`config.mk`:
```
export PLATFORM = sky130hd
export DESIGN_NAME = interleaved_multiphase_pwm
export DESIGN_NICKNAME = d
export VERILOG_FILES = /design/src/pwm_pkg.sv /design/src/interleaved_multiphase_pwm.sv
export VERILOG_INCLUDE_DIRS = /design/src /design/src/src
export SDC_FILE = /design/constraint.sdc
export NUM_CORES = 1
export LEC_CHECK = 0
export ABC_AREA = 0
export BUFFER_PORTS_ARGS = -buffer_cell sky130_fd_sc_hd__buf_4
export CORE_ASPECT_RATIO = 2
export CORE_MARGIN = 1.5
export CORE_UTILIZATION = 45
export CTS_CLUSTER_SIZE = 20
export DETAILED_ROUTE_END_ITERATION = 7
export SLEW_MARGIN = 10
export SYNTH_ARGS = -nofsm -noshare
export SYNTH_HDL_FRONTEND = slang
export SYNTH_SLANG_ARGS = --single-unit
```
`constraint.sdc`:
```
create_clock -name clk -period 32.7 [get_ports clk]
set_input_delay 0 -clock clk [delete_from_list [all_inputs] [get_ports clk]]
set_output_delay 0 -clock clk [all_outputs]
set_load 0.02 [all_outputs]
```
`src/pwm_defs.svh`:
```
// Offsets, field positions, reset values and timing counts of the multiphase PWM block
`ifndef PWM_DEFS_SVH
`define PWM_DEFS_SVH

// ============================================================
// Register byte offsets
`define OFS_CTRL        6'h00
`define OFS_PERIOD      6'h04
`define OFS_DUTY        6'h08
`define OFS_LOAD        6'h0C
`define OFS_THRESH      6'h10
`define OFS_STATUS      6'h14

// ============================================================
// Control fields
`define CTRL_AUTODROP   0
`define CTRL_TRILEVEL   1
`define CTRL_POLARITY   2
`define CTRL_START      3
`define CTRL_RESET      32'h0000_0000

// ============================================================
// Reset values of data registers
`define PERIOD_RESET    16'h03E8
`define DUTY_RESET      16'h0000
`define LOAD_RESET      16'h0000
`define THRESH_RESET    16'h0000

// ============================================================
// Timing
`define CLK_MHZ         100
`define DETECT_US       30
`define DETECT_CYCLES   (`DETECT_US * `CLK_MHZ)
`define MIN_ON_NS       130
`define MIN_ON_CYCLES   ((`MIN_ON_NS * `CLK_MHZ + 999) / 1000)
`define AUDIO_DIV       12
`define MIN_PERIOD      16'h000C

`endif

```
`src/pwm_pkg.sv`:
```
// Types shared by the multiphase PWM block
`default_nettype none
package pwm_pkg;
  typedef enum logic [1:0] {
    ST_DETECT,
    ST_IDLE,
    ST_RUN,
    ST_LATCHED
  } state_t;
endpackage
`default_nettype wire

```
`src/interleaved_multiphase_pwm.sv`:
```
// Interleaved six-phase PWM timing with strap detection, phase dropping and tri-level outputs
//
// Chosen here: the Avalon-MM interface to the registers and the placing of the registers.
`include "pwm_defs.svh"
`default_nettype none

module interleaved_multiphase_pwm
  import pwm_pkg::*;
#(
  parameter int NPH = 6
)(
  input  wire logic              clk,
  input  wire logic              reset,
  // Avalon-MM slave
  input  wire logic [5:0]        address,
  input  wire logic              read,
  input  wire logic              write,
  input  wire logic [31:0]       writedata,
  output logic [31:0]            readdata,
  output logic                   waitrequest,
  // Phase pins, open for strap sensing
  input  wire logic [NPH-1:0]    phaseIn,
  output logic [NPH-1:0]         phaseOut,
  output logic [NPH-1:0]         phaseOe_n,
  output logic                   driveEnable
);

  // ============================================================
  // Registers and state
  logic [31:0]     ctrl_q;
  logic [15:0]     period_q;
  logic [15:0]     duty_q;
  logic [15:0]     load_q;
  logic [15:0]     thresh_q;
  logic            ack_q;
  logic [31:0]     rdata_q;
  state_t          state_q;
  logic [11:0]     detCnt_q;
  logic [NPH-1:0]  sync1_q;
  logic [NPH-1:0]  sync2_q;
  logic [2:0]      cfgN_q;
  logic [2:0]      effN_q;
  logic [15:0]     slotCnt_q;
  logic [2:0]      slotIdx_q;
  logic            drvEn_q;
  logic            light_q;
  logic            skip_q;
  logic [15:0]     onCnt_q [NPH];
  logic [NPH-1:0]  outLvl_q;
  logic [NPH-1:0]  outMid_q;

  // ============================================================
  // Mode decode
  wire autoDrop = ctrl_q[`CTRL_AUTODROP];
  wire triLevel = ctrl_q[`CTRL_TRILEVEL];
  wire polarity = ctrl_q[`CTRL_POLARITY];
  wire runReq   = ctrl_q[`CTRL_START];
  wire audio    = ~autoDrop & triLevel;

  // Slot length of period over phase count
  function automatic logic [15:0] slotOf(input logic [15:0] p, input logic [2:0] n);
    case (n)
      3'd2:    slotOf = p >> 1;
      3'd3:    slotOf = p / 16'd3;
      3'd4:    slotOf = p >> 2;
      default: slotOf = p / 16'd6;
    endcase
  endfunction

  wire [15:0] slotLen  = slotOf(period_q, effN_q);
  wire        slotEnd  = slotCnt_q >= slotLen - 16'd1;
  wire        periodEnd = slotEnd && (slotIdx_q == effN_q - 3'd1);
  wire [15:0] audioMin = period_q / 16'(`AUDIO_DIV);
  wire [15:0] minOn    = audio ? audioMin : 16'(`MIN_ON_CYCLES);
  // Forced minimum only where pulses must not be skipped
  wire [15:0] onReq    = (audio && duty_q < minOn) ? minOn : duty_q;
  wire [15:0] perUsed  = 16'(slotLen * 16'(effN_q));
  // Pulse never outlasts the period, so the next start still sees a low level
  wire [15:0] onTime   = (onReq >= perUsed) ? perUsed - 16'd1 : onReq;
  wire        isRun    = state_q == ST_RUN;
  wire        canRun   = runReq && period_q >= `MIN_PERIOD;

  // Strap decode at end of detection window
  wire        detDone  = detCnt_q == 12'(`DETECT_CYCLES - 1);
  wire        badStrap = sync2_q[0] | sync2_q[1];
  wire [2:0]  strapN   = sync2_q[2] ? 3'd2 :
                         sync2_q[3] ? 3'd3 :
                         (sync2_q[4] | sync2_q[5]) ? 3'd4 :
                         3'd6;

  // Load compare for dropping and skipping
  wire        lightNow = autoDrop && load_q < thresh_q;
  wire        deepNow  = autoDrop && load_q < (thresh_q >> 1);
  // Light load keeps two phases; otherwise every configured phase runs
  wire [2:0]  dropN    = lightNow ? 3'd2 : cfgN_q;

  // ============================================================
  // Bus decode
  wire access   = read | write;
  wire selCtrl  = address == `OFS_CTRL;
  wire selPer   = address == `OFS_PERIOD;
  wire selDuty  = address == `OFS_DUTY;
  wire selLoad  = address == `OFS_LOAD;
  wire selThr   = address == `OFS_THRESH;
  wire selStat  = address == `OFS_STATUS;
  wire wrTake   = write & ack_q;
  wire [31:0] statusWord = {20'h00000, drvEn_q, (state_q == ST_LATCHED), effN_q, cfgN_q, light_q, skip_q,
                            isRun, 1'b0};
  wire [31:0] rdMux = selCtrl ? ctrl_q :
                      selPer  ? {16'h0000, period_q} :
                      selDuty ? {16'h0000, duty_q} :
                      selLoad ? {16'h0000, load_q} :
                      selThr  ? {16'h0000, thresh_q} :
                      selStat ? statusWord : 32'h0000_0000;

  assign waitrequest = access & ~ack_q;
  assign readdata    = rdata_q;

  // Bus answer one cycle after request
  always_ff @(posedge clk or posedge reset)
  begin
    if (reset)
    begin
      ack_q   <= 1'b0;
      rdata_q <= 32'h0000_0000;
    end
    else
    begin
      ack_q   <= access & ~ack_q;
      rdata_q <= (read & ~ack_q) ? rdMux : rdata_q;
    end
  end

  // Register writes
  always_ff @(posedge clk or posedge reset)
  begin
    if (reset)
    begin
      ctrl_q   <= `CTRL_RESET;
      period_q <= `PERIOD_RESET;
      duty_q   <= `DUTY_RESET;
      load_q   <= `LOAD_RESET;
      thresh_q <= `THRESH_RESET;
    end
    else if (wrTake)
    begin
      if (selCtrl)
        ctrl_q <= {28'h0000000, writedata[3:0]};
      else if (selPer)
        period_q <= writedata[15:0];
      else if (selDuty)
        duty_q <= writedata[15:0];
      else if (selLoad)
        load_q <= writedata[15:0];
      else if (selThr)
        thresh_q <= writedata[15:0];
    end
  end

  // ============================================================
  // Strap pin synchroniser
  always_ff @(posedge clk or posedge reset)
  begin
    if (reset)
    begin
      sync1_q <= '0;
      sync2_q <= '0;
    end
    else
    begin
      sync1_q <= phaseIn;
      sync2_q <= sync1_q;
    end
  end

  // Detection, idle, run and latch-off sequence
  always_ff @(posedge clk or posedge reset)
  begin
    if (reset)
    begin
      state_q  <= ST_DETECT;
      detCnt_q <= 12'h000;
      cfgN_q   <= 3'd6;
    end
    else
    begin
      case (state_q)
        ST_DETECT:
        begin
          detCnt_q <= detCnt_q + 12'h001;
          if (detDone)
          begin
            cfgN_q  <= strapN;
            state_q <= badStrap ? ST_LATCHED : ST_IDLE;
          end
        end
        ST_IDLE:
          if (canRun)
            state_q <= ST_RUN;
        ST_RUN:
          if (!runReq && periodEnd)
            state_q <= ST_IDLE;
        default:
          state_q <= ST_LATCHED;
      endcase
    end
  end

  // Slot sequencer; phase count changes only at period end or while not running
  always_ff @(posedge clk or posedge reset)
  begin
    if (reset)
    begin
      slotCnt_q <= 16'h0000;
      slotIdx_q <= 3'd0;
      effN_q    <= 3'd6;
      light_q   <= 1'b0;
      skip_q    <= 1'b0;
    end
    else if (!isRun || periodEnd)
    begin
      slotCnt_q <= 16'h0000;
      slotIdx_q <= 3'd0;
      effN_q    <= dropN;
      light_q   <= lightNow;
      skip_q    <= deepNow & triLevel;
    end
    else if (slotEnd)
    begin
      slotCnt_q <= 16'h0000;
      slotIdx_q <= slotIdx_q + 3'd1;
    end
    else
      slotCnt_q <= slotCnt_q + 16'h0001;
  end

  // ============================================================
  // Per-phase pulse generators
  genvar g;
  generate
    for (g = 0; g < NPH; g++)
    begin : gPhase
      wire used  = 3'(g) < effN_q;
      wire start = isRun && used && slotCnt_q == 16'h0000 && slotIdx_q == 3'(g);
      wire fire  = start && onTime != 16'h0000 && !skip_q;
      always_ff @(posedge clk or posedge reset)
      begin
        if (reset)
        begin
          onCnt_q[g]  <= 16'h0000;
          outLvl_q[g] <= 1'b0;
          outMid_q[g] <= 1'b1;
        end
        else if (!isRun || !used)
        begin
          onCnt_q[g]  <= 16'h0000;
          outLvl_q[g] <= 1'b0;
          outMid_q[g] <= 1'b1;
        end
        else if (fire)
        begin
          onCnt_q[g]  <= onTime - 16'h0001;
          outLvl_q[g] <= 1'b1;
          outMid_q[g] <= 1'b0;
        end
        else if (onCnt_q[g] != 16'h0000)
          onCnt_q[g] <= onCnt_q[g] - 16'h0001;
        else
        begin
          outLvl_q[g] <= 1'b0;
          outMid_q[g] <= triLevel & light_q;
        end
      end
    end
  endgenerate

  // Driver enable rises one cycle after the first pulse starts and holds while running
  always_ff @(posedge clk or posedge reset)
  begin
    if (reset)
      drvEn_q <= 1'b0;
    else if (!isRun)
      drvEn_q <= 1'b0;
    else if (|outLvl_q)
      drvEn_q <= 1'b1;
  end

  // Mask of channels inside a phase count
  function automatic logic [NPH-1:0] gUsedMask(input logic [2:0] n);
    for (int i = 0; i < NPH; i++)
      gUsedMask[i] = 3'(i) < n;
  endfunction

  // ============================================================
  // Pin drive: released pins give the middle level or strap sense
  // Strapped pins lie outside the configured count, or latch the block off, and are never driven
  wire           driveAll = isRun;
  wire           idleMid  = (state_q == ST_IDLE) & triLevel;
  wire           relAll   = (state_q == ST_DETECT) | (state_q == ST_LATCHED) | idleMid;
  wire [NPH-1:0] usedRun  = gUsedMask(effN_q);
  wire [NPH-1:0] usedCfg  = gUsedMask(cfgN_q);
  assign phaseOut    = (outLvl_q ^ {NPH{polarity}});
  assign phaseOe_n   = driveAll ? (outMid_q & {NPH{triLevel}}) | ~usedRun
                                : (relAll ? {NPH{1'b1}} : ~usedCfg);
  assign driveEnable = drvEn_q;

endmodule // interleaved_multiphase_pwm
`default_nettype wire

```
==> out/qor.txt, run 1 <==
Status -> completed
Largest net degree at the start of global routing -> 109
Dpl hpwl -> 57.63 mm
CTS tree -> built
Initial antenna violation count -> 0
Total CTS buffers -> 23
Starting Density -> 0.4536
Fmax -> 0.03305 GHz
Post-route ant nets -> 0
# IOs -> 94
Sequential fraction of the synthesis area -> 0.2746
Area contributors post-synth -> dfrtp_1, ha_1, nand2_1
CTS root buffer -> clkbuf_16
Iteration-0 DRC Markers -> 1199
Yosys reg bits -> 247
Non-filler cells, final -> 3494
Vias per Instance -> 5.944
Final GP Congestion -> 0.9291
Post-Place Cells -> 3426
Post-route cell area -> 25510 µm²
Worst-Margin Slew -> 1186 ps
Crit. End Element -> flop
Core area -> 49780 µm²
Max-cap viol count -> 0
Critical path's top delay family -> compound AO/OA/AOI/OAI gates
DR pass1 iterations -> 5
Ys flop type -> dfrtp_1
Slew margin rel. -> 0.2033
PostCTS Resize Cnt -> 0
Clock skew -> 17.19 ps
Crit-path most repeated cell -> ha_1
Gate count of the mapped netlist -> 2697
Routed len/inst -> 20.86 µm
Crit path buf inv count -> 12
Worst-path maximum fanout -> 16
Share of cells above drive strength 1 -> 0.1515
Critical path's slowest cell -> nor4_4
Inserted Diodes -> 0
DIE HEIGHT -> 319.8 µm
Worst Hold Class -> in -> async
Final worst path period need -> 30250 ps
Synth Cell Area -> 22580 µm²
Total GRT Usage -> 0.2819
Startpoint types -> flop
Synth cell types -> 117
CP peak stage delay -> 880 ps
DRT Wirelength -> 72.89 mm
Die ar. -> 51610 µm²
FP Rows -> 116
Final hold violations -> 0
Area of the multi-input gates -> 15350 µm²
Total grt overflow -> 0
Post-synth EDFFs -> 0
RSZ-0062 raised after global routing -> false
Setup TNS -> 0 ps
Yosys warning count -> 0
Longest Clk Path Bufs -> 3
CP Class -> reg -> reg
Crit share post-route -> 0.9252
Share of the synthesized area in the top cell type -> 0.2560
Final setup viols -> 0
Vias in the first global route -> 21.04k
R2R setup slack -> 2450 ps
Clock latency on the worst-skew pair -> 560 ps
DRC errors left -> 0
Placed inst area -> 24490 µm²
Avg Cell Area, Syn -> 8.372 µm²
First-pass GRT wire length -> 114.1 mm
Number of buffers added on ports -> 61
Nets -> 3035
Area leader, netlist -> dfrtp_1
Die Span X -> 161.4 µm
Seq. cell area -> 6201 µm²
Fraction of registers with async set/reset -> 1.000
Clock transition at path regs -> 70 ps
# fillers -> 4843
Critical path arrival -> 30730 ps
Area delta synth->final -> 13.00%
CP required -> 33180 ps
Vias -> 20.77k
Clock Sink Count -> 247
CTS H-Tree Depth -> 1
Pins Over Slew Limit -> 0
==> stage by stage <==
step	setup WS [ps]	hold slack [ps]	util
3_3_place_gp	3060	109.4	0.4920
3_5_place_dp	2612	110.8	0.4920
4_1_cts	2520	9.199	0.5125
5_1_grt	48.46	74.39	0.5125
6_report	2446	32.56	0.5125
2_1_floorplan	4988	31.43	-
==> final timing paths <==
| kind | depth (start not counted) | end | startpoint |
|---|---|---|---|
| worst max-delay path | 133 | onCnt_q[50]$_DFFE_PP0P_ | effN_q[1]$_DFFE_PP1N_ |
| worst min-delay path | 3 | onCnt_q[76]$_DFFE_PP0P_ | reset |
| worst max register to register | 133 | onCnt_q[50]$_DFFE_PP0P_ | effN_q[1]$_DFFE_PP1N_ |
| worst min register to register | 0 | sync2_q[0]$_DFF_PP0_ | sync1_q[0]$_DFF_PP0_ |
| max in group asynchronous | 4 | duty_q[8]$_DFFE_PP0P_ | reset |
| min in group clk | 5 | readdata[3]$_DFFE_PP0P_ | address[4] |
==> what timing repair did <==
item / CTS / global route
hold buffers: 26 / 0
endpoints found under the setup margin: 0 / 4
setup buffers: 0 / 0
hold endpoints to repair: 185 / 0
==> registers in the layout (all words and copies together), names as in the netlist, 2 cells and up <==
signal     cells
ctrl_q         4
cfgN_q         3
duty_q        16
slotCnt_q     16
period_q      16
state_q        2
thresh_q      16
outMid_q       6
sync1_q        6
effN_q         3
load_q        16
outLvl_q       6
onCnt_q       96
detCnt_q      12
slotIdx_q      3
readdata      16
sync2_q        6
==> worst register-to-register path: cells and delay by family, from the launching register on <==
kind / cells / cell delay, ps
compound gates: 52 / 10640
simple gates: 36 / 7210
fa+ha+maj: 19 / 6420
xor+xnor: 11 / 2940
buf+inv: 12 / 1720
mux: 3 / 740
flops: 1 / 530
==> routing by layer <==
metal	wire length, µm	vias up	track usage
li1	-	9883	-
met1	24530	10105	0.2612
met2	40350	555	0.5598
met3	2357	225	0.02581
met4	5654	0	0.2004
met5	0	-	0
==> synth_stat cells, drive strengths merged, types with 25 or more instances <==
cell type,n
nand2,279
nor2,264
dfrtp,231
o21ai,173
a21oi,145
ha,145
inv,133
xor2,114
mux2,101
clkbuf,91
xnor2,90
nor3,72
nand3,68
mux2i,65
or3,52
nand2b,50
buf,47
a21o,35
nor4,34
a211oi,31
nor2b,31
o31ai,29
a31oi,28
or2,27
o21a,25
==> cell type report <==
class,instances,share of cell area
multi-input combinational,2194,0.6015
sequential,247,0.2430
timing repair buffer,229,0.07385
tap,649,0.03183
clock buffer,33,0.02521
inverter,133,0.01986
clock inverter,9,0.004708
==> cell usage in the layout, fill, tap and decap left out, types with 27 or more instances in the layout <==
| cell type | n |
|---|---|
| nand2_1 | 279 |
| nor2_1 | 263 |
| dfrtp_1 | 231 |
| buf_4 | 195 |
| o21ai_0 | 150 |
| ha_1 | 145 |
| a21oi_1 | 140 |
| inv_1 | 132 |
| xor2_1 | 114 |
| xnor2_1 | 90 |
| mux2_2 | 75 |
| nand3_1 | 68 |
| nor3_1 | 66 |
| mux2i_1 | 65 |
| or3_1 | 51 |
| nand2b_1 | 50 |
| a21o_1 | 35 |
| nor2b_1 | 31 |
| o31ai_1 | 27 |
==> cells by family after synthesis <==
family,after synthesis,synth area share
muxes,169,0.08500
xor gates and xnor gates,204,0.07913
AOI/OAI and AO/OA,653,0.1980
and+or+nand+nor,992,0.2199
buffers and inverters,271,0.04998
other,1,0.0001661
DFF,247,0.2746
adders and majority gates,160,0.09321
Power of run 1 is left out: the tool's default activity adds up to more than one toggle a clock period on the data nets, which glitch-free logic cannot reach.
==> run 2, diff against run 1 <==
--- a/config.mk
+++ b/config.mk
@@ -15,2 +15,3 @@
 export DETAILED_ROUTE_END_ITERATION = 7
+export HOLD_SLACK_MARGIN = 0.12
 export SLEW_MARGIN = 10
==> constraint.sdc (replaced) <==
create_clock -name clk -period 32.7 [get_ports clk]
set_input_delay 1.635 -clock clk [delete_from_list [all_inputs] [get_ports clk]]
set_output_delay 1.635 -clock clk [all_outputs]
set_load 0.02 [all_outputs]
==> run 2 against run 1 <==
  * Flip-flop and latch count did not move
  * Final cell count fell by 0.57%
  * Global-route usage fell by 0.16 points
  * Die area did not move
  * Setup slack improved by 200 ps
  * Count of clock-buffer cells in the layout fell by 4
  * Hold slack improved by 320 ps
==> out/qor.txt, run 2 (synthesis gave the netlist of run 1 again) <==
CTS H-Tree Depth -> 1 (unchanged)
Crit. End Element -> flop (unchanged)
Starting Density -> 0.4536 (unchanged)
CP peak stage delay -> 1020 ps (was 880 ps)
Worst-path maximum fanout -> 16 (unchanged)
Crit share post-route -> 0.9192 (was 0.9252)
RSZ-0062 raised after global routing -> false (unchanged)
Clock Sink Count -> 247 (unchanged)
Largest Register -> onCnt_q (unchanged)
Commonest non-fill, non-tap cell in the layout -> nand2_1 (unchanged)
FP Rows -> 116 (unchanged)
Dpl hpwl -> 57.45 mm (was 57.63 mm)
Slew margin rel. -> 0.1807 (was 0.2033)
DR pass1 iterations -> 5 (unchanged)
PostCTS Resize Cnt -> 0 (unchanged)
Max reg flops -> 96 (unchanged)
CP Class -> reg -> reg (unchanged)
Inserted Diodes -> 0 (unchanged)
Critical path arrival -> 30540 ps (was 30730 ps)
Final hold violations -> 0 (unchanged)
Crit-path most repeated cell -> ha_1 (unchanged)
Number of buffers added on ports -> 61 (unchanged)
Die Span X -> 161.4 µm (unchanged)
Critical R2R Launch -> effN_q[1]$_DFFE_PP1N_ (unchanged)
Area delta synth->final -> 12.34% (was 13.00%)
First-pass GRT wire length -> 113.4 mm (was 114.1 mm)
Worst-Margin Slew -> 1220 ps (was 1186 ps)
Nets -> 3014 (was 3035)
Total CTS buffers -> 24 (was 23)
Vias -> 20.69k (was 20.77k)
Total GRT Usage -> 0.2802 (was 0.2819)
Post-route ant nets -> 0 (unchanged)
Fmax -> 0.03327 GHz (was 0.03305 GHz)
Setup TNS -> 0 ps (unchanged)
Crit path buf inv count -> 11 (was 12)
CP required -> 33180 ps (about the same)
Worst Hold Path Cells -> 0
Clock latency on the worst-skew pair -> 580 ps (was 560 ps)
Clock skew -> 17.48 ps (was 17.19 ps)
Final worst path period need -> 30060 ps (was 30250 ps)
Total grt overflow -> 0 (unchanged)
# IOs -> 94 (unchanged)
Iteration-0 DRC Markers -> 1224 (was 1199)
Commonest non-fill, non-tap cells in the layout -> nand2_1, nor2_1, dfrtp_1 (unchanged)
Critical path's slowest cell -> nor4_4 (unchanged)
DRT Wirelength -> 72.40 mm (was 72.89 mm)
Status -> completed (unchanged)
Die ar. -> 51610 µm² (unchanged)
Max-cap viol count -> 0 (unchanged)
Critical path's top delay family -> compound AO/OA/AOI/OAI gates (unchanged)
Clock transition at path regs -> 70 ps (about the same)
Pins Over Slew Limit -> 0 (unchanged)
Initial antenna violation count -> 0 (unchanged)
Routed len/inst -> 20.84 µm (was 20.86 µm)
Final GP Congestion -> 0.9364 (was 0.9291)
Final setup viols -> 0 (unchanged)
R2R setup slack -> 2640 ps (was 2450 ps)
DRC errors left -> 0 (unchanged)
Core area -> 49780 µm² (unchanged)
Startpoint types -> flop (unchanged)
WHS Endpoint -> sync2_q[3]$_DFF_PP0_
CTS tree -> built (unchanged)
DIE HEIGHT -> 319.8 µm (unchanged)
Vias in the first global route -> 21.01k (was 21.04k)
Vias per Instance -> 5.956 (was 5.944)
Largest net degree at the start of global routing -> 111 (was 109)
Worst r2r dst -> onCnt_q[52]$_DFFE_PP0P_ (was onCnt_q[50]$_DFFE_PP0P_)
Hold Startpoint -> sync1_q[3]$_DFF_PP0_
Share of cells above drive strength 1 -> 0.1568 (was 0.1515)
Worst Hold Class -> reg -> reg (was in -> async)
Worst reg2reg path depth -> 132 (was 133)
CTS root buffer -> clkbuf_16 (unchanged)
Longest Clk Path Bufs -> 3 (unchanged)
Postcts setup bufs -> 0 (unchanged)
CTS Hold Bufs -> 0 (was 26)
==> run 2: cell count changes in the layout (fill, tap and decap cells not counted), sizes merged, moves of 4 or more <==
cell,delta
buf,+4
dlygate4sd3,-26
clkbuf,-4
clkinv,+4
==> run 2: area by class of cell <==
| class | instances | area [µm²] |
|---|---|---|
| clock buffers | 29 | 639.4 |
| clock inverters | 15 | 215.2 |
| fillers | 4802 | 24420 |
| inverters | 133 | 506.7 |
| multi-input cells | 2194 | 15360 |
| flip-flops and latches | 247 | 6201 |
| well taps | 649 | 812.0 |
| repair buffers | 207 | 1629 |
==> run 2: worst max path at each step <==
stage | from | endpoint | slack (ps) | cells past startpoint
after floorplan | effN_q[1]$_DFFE_PP1N_ | onCnt_q[31]$_DFFE_PP0P_ | 4990 | 133
after global placement | effN_q[1]$_DFFE_PP1N_ | onCnt_q[59]$_DFFE_PP0P_ | 3190 | 132
after detailed placement | effN_q[1]$_DFFE_PP1N_ | onCnt_q[52]$_DFFE_PP0P_ | 2870 | 132
after CTS | effN_q[1]$_DFFE_PP1N_ | onCnt_q[52]$_DFFE_PP0P_ | 2720 | 132
after global routing | effN_q[1]$_DFFE_PP1N_ | onCnt_q[52]$_DFFE_PP0P_ | 150 | 134
final | effN_q[1]$_DFFE_PP1N_ | onCnt_q[52]$_DFFE_PP0P_ | 2640 | 132
==> run 2: routing by layer <==
metal / up-vias / global-route usage / wire length [µm]
li1: 9842 / - / -
met1: 10121 / 0.2619 / 24540
met2: 504 / 0.5528 / 39880
met3: 224 / 0.02503 / 2169
met4: 0 / 0.2029 / 5806
met5: - / 0 / 0
==> run 2: stage by stage <==
stage	util	hold WS (ps)	cells	cell area (µm²)	worst slack (ps)
final	0.5095	349.0	3474	25370	2643
after CTS	0.5094	350.4	3474	25360	2718
after global placement	0.4922	332.8	3430	24500	3192
after global routing	0.5095	349.8	3474	25370	148.4
after detailed placement	0.4922	334.7	3430	24500	2869
after floorplan	-	331.2	2712	22640	4988
==> run 2: worst register-to-register path: cells and delay by family, from the launching register on <==
kind	cells	cell delay [ps]
multiplexers	3	760
buffers and inverters	11	1570
XOR/XNOR	11	2950
flip-flops	1	530
adder cells (fa/ha/maj)	19	6330
AO/OA/AOI/OAI	52	10540
AND/OR/NAND/NOR	36	7300
Power of run 2 is left out for the same reason.
==> run 3, diff against run 2 <==
- CORE_UTILIZATION: 45 -> 64
- PLACE_DENSITY: default -> 0.82
==> run 3 against run 2 <==
  * Cell area fell by 2.8%
  * Maximum frequency fell by 2.1%
  * Count of clock-buffer cells in the layout rose by 1
  * Hold slack improved by 2.3 ps
  * Global-route usage rose by 11 points
  * Final cell count fell by 7.3%
  * First-iteration DRC count rose by 17%
==> out/qor.txt, run 3 (synthesis gave the netlist of run 1 again) <==
CTS tree -> built (unchanged)
Non-filler cells, final -> 3222 (was 3474)
Longest Clk Path Bufs -> 3 (unchanged)
Largest net degree at the start of global routing -> 98 (was 111)
Dpl hpwl -> 55.17 mm (was 57.45 mm)
# IOs -> 94 (unchanged)
Worst-path maximum fanout -> 16 (unchanged)
Commonest non-fill, non-tap cells in the layout -> nand2_1, nor2_1, dfrtp_1 (unchanged)
Die ar. -> 36480 µm² (was 51610 µm²)
Wire length on met1 -> 22.41 mm (was 24.54 mm)
Post-route cell area -> 24660 µm² (was 25370 µm²)
Pins Over Slew Limit -> 0 (unchanged)
Setup TNS -> 0 ps (unchanged)
DRT Wirelength -> 71.12 mm (was 72.40 mm)
Starting Density -> 0.6482 (was 0.4536)
Clock transition at path regs -> 70 ps (about the same)
Area delta synth->final -> 9.221% (was 12.34%)
CTS Hold Bufs -> 0 (unchanged)
R2R setup slack -> 1990 ps (was 2640 ps)
First-pass GRT wire length -> 111.2 mm (was 113.4 mm)
Startpoint types -> flop (unchanged)
Final worst path period need -> 30710 ps (was 30060 ps)
Post-route ant nets -> 0 (unchanged)
Top layer in use -> met4 (unchanged)
Crit share post-route -> 0.9390 (was 0.9192)
CTS root buffer -> clkbuf_16 (unchanged)
CP Class -> reg -> reg (unchanged)
Nets -> 2967 (was 3014)
Status -> completed (unchanged)
Vias -> 21.29k (was 20.69k)
Max-cap viol count -> 0 (unchanged)
CP peak stage delay -> 560 ps (was 1020 ps)
DR pass1 iterations -> 6 (was 5)
Core area -> 34830 µm² (was 49780 µm²)
Vias in the first global route -> 21.59k (was 21.01k)
Iteration-0 DRC Markers -> 1434 (was 1224)
Met3 WL -> 3.369 mm (was 2.169 mm)
Worst-Margin Slew -> 1211 ps (was 1220 ps)
Number of buffers added on ports -> 61 (unchanged)
CP required -> 33170 ps (was 33180 ps)
Worst Hold Class -> reg -> reg (unchanged)
Largest Register -> onCnt_q (unchanged)
Initial antenna violation count -> 0 (unchanged)
Final GP Congestion -> 0.9997 (was 0.9364)
Slew margin rel. -> 0.1821 (was 0.1807)
Total grt overflow -> 0 (unchanged)
Commonest non-fill, non-tap cell in the layout -> nand2_1 (unchanged)
Routed len/inst -> 22.07 µm (was 20.84 µm)
Crit path buf inv count -> 11 (unchanged)
Fmax -> 0.03257 GHz (was 0.03327 GHz)
DRC errors left -> 0 (unchanged)
Inserted Diodes -> 0 (unchanged)
PostCTS Resize Cnt -> 0 (unchanged)
Critical path's slowest cell -> fa_1 (was nor4_4)
CTS H-Tree Depth -> 1 (unchanged)
Post-Place Cells -> 3180 (was 3430)
Critical path's top delay family -> compound AO/OA/AOI/OAI gates (unchanged)
Met2 Routed Length -> 36.91 mm (was 39.88 mm)
Max reg flops -> 96 (unchanged)
Placed inst area -> 23880 µm² (was 24500 µm²)
Total CTS buffers -> 23 (was 24)
Critical path arrival -> 31180 ps (was 30540 ps)
Crit. End Element -> flop (unchanged)
FP Rows -> 97 (was 116)
DIE HEIGHT -> 268.6 µm (was 319.8 µm)
Crit-path most repeated cell -> ha_1 (unchanged)
Clock latency on the worst-skew pair -> 560 ps (was 580 ps)
Final core utilization -> 0.7080 (was 0.5095)
Final hold violations -> 0 (unchanged)
Die Span X -> 135.8 µm (was 161.4 µm)
Postcts setup bufs -> 0 (unchanged)
Clock skew -> 11.99 ps (was 17.48 ps)
Clock Sink Count -> 247 (unchanged)
Total GRT Usage -> 0.3922 (was 0.2802)
RSZ-0062 raised after global routing -> false (unchanged)
Vias per Instance -> 6.606 (was 5.956)
Final setup viols -> 0 (unchanged)
Share of cells above drive strength 1 -> 0.1422 (was 0.1568)
==> run 3: area by class of cell <==
cell class	count	area (µm²)
inverters	133	506.7
multi-input cells	2194	15370
fillers	2775	10170
flip-flops and latches	247	6201
repair buffers	161	1271
well taps	445	556.8
clock buffers	30	621.8
clock inverters	12	136.4
==> run 3: worst paths after layout <==
path / startpoint / end / cells past startpoint
setup reg to reg: effN_q[1]$_DFFE_PP1N_ / onCnt_q[77]$_DFFE_PP0P_ / 134
hold reg to reg: sync1_q[1]$_DFF_PP0_ / sync2_q[1]$_DFF_PP0_ / 0
min in group asynchronous: reset / onCnt_q[5]$_DFFE_PP0P_ / 2
setup / recovery: effN_q[1]$_DFFE_PP1N_ / onCnt_q[77]$_DFFE_PP0P_ / 134
hold / removal: sync1_q[1]$_DFF_PP0_ / sync2_q[1]$_DFF_PP0_ / 0
max in group asynchronous: reset / slotCnt_q[6]$_DFF_PP0_ / 3
==> run 3: worst reg2reg max path: cells and delay by family, from the launching register on <==
kind	cells	cell delay [ps]
adders and majority gates	18	6130
DFF	1	530
AOI/OAI and AO/OA	51	11410
and+or+nand+nor	40	7460
buffers and inverters	11	1780
muxes	3	620
xor gates and xnor gates	11	2790
==> run 3: through the flow <==
stage / setup WS, ps / hold WS, ps
final: 1993 / 351.3
after global placement: 2280 / 336.2
after global routing: 21.73 / 366.4
after floorplan: 4988 / 331.2
after detailed placement: 1710 / 338.6
after CTS: 1600 / 355.1
==> run 3: routing by layer <==
layer | vias to the layer above | GRT usage
met4 | 0 | 0.3888
li1 | 9735 | -
met1 | 10171 | 0.3504
met3 | 461 | 0.05490
met2 | 919 | 0.7263
met5 | - | 0
Power of run 3 is left out for the same reason.
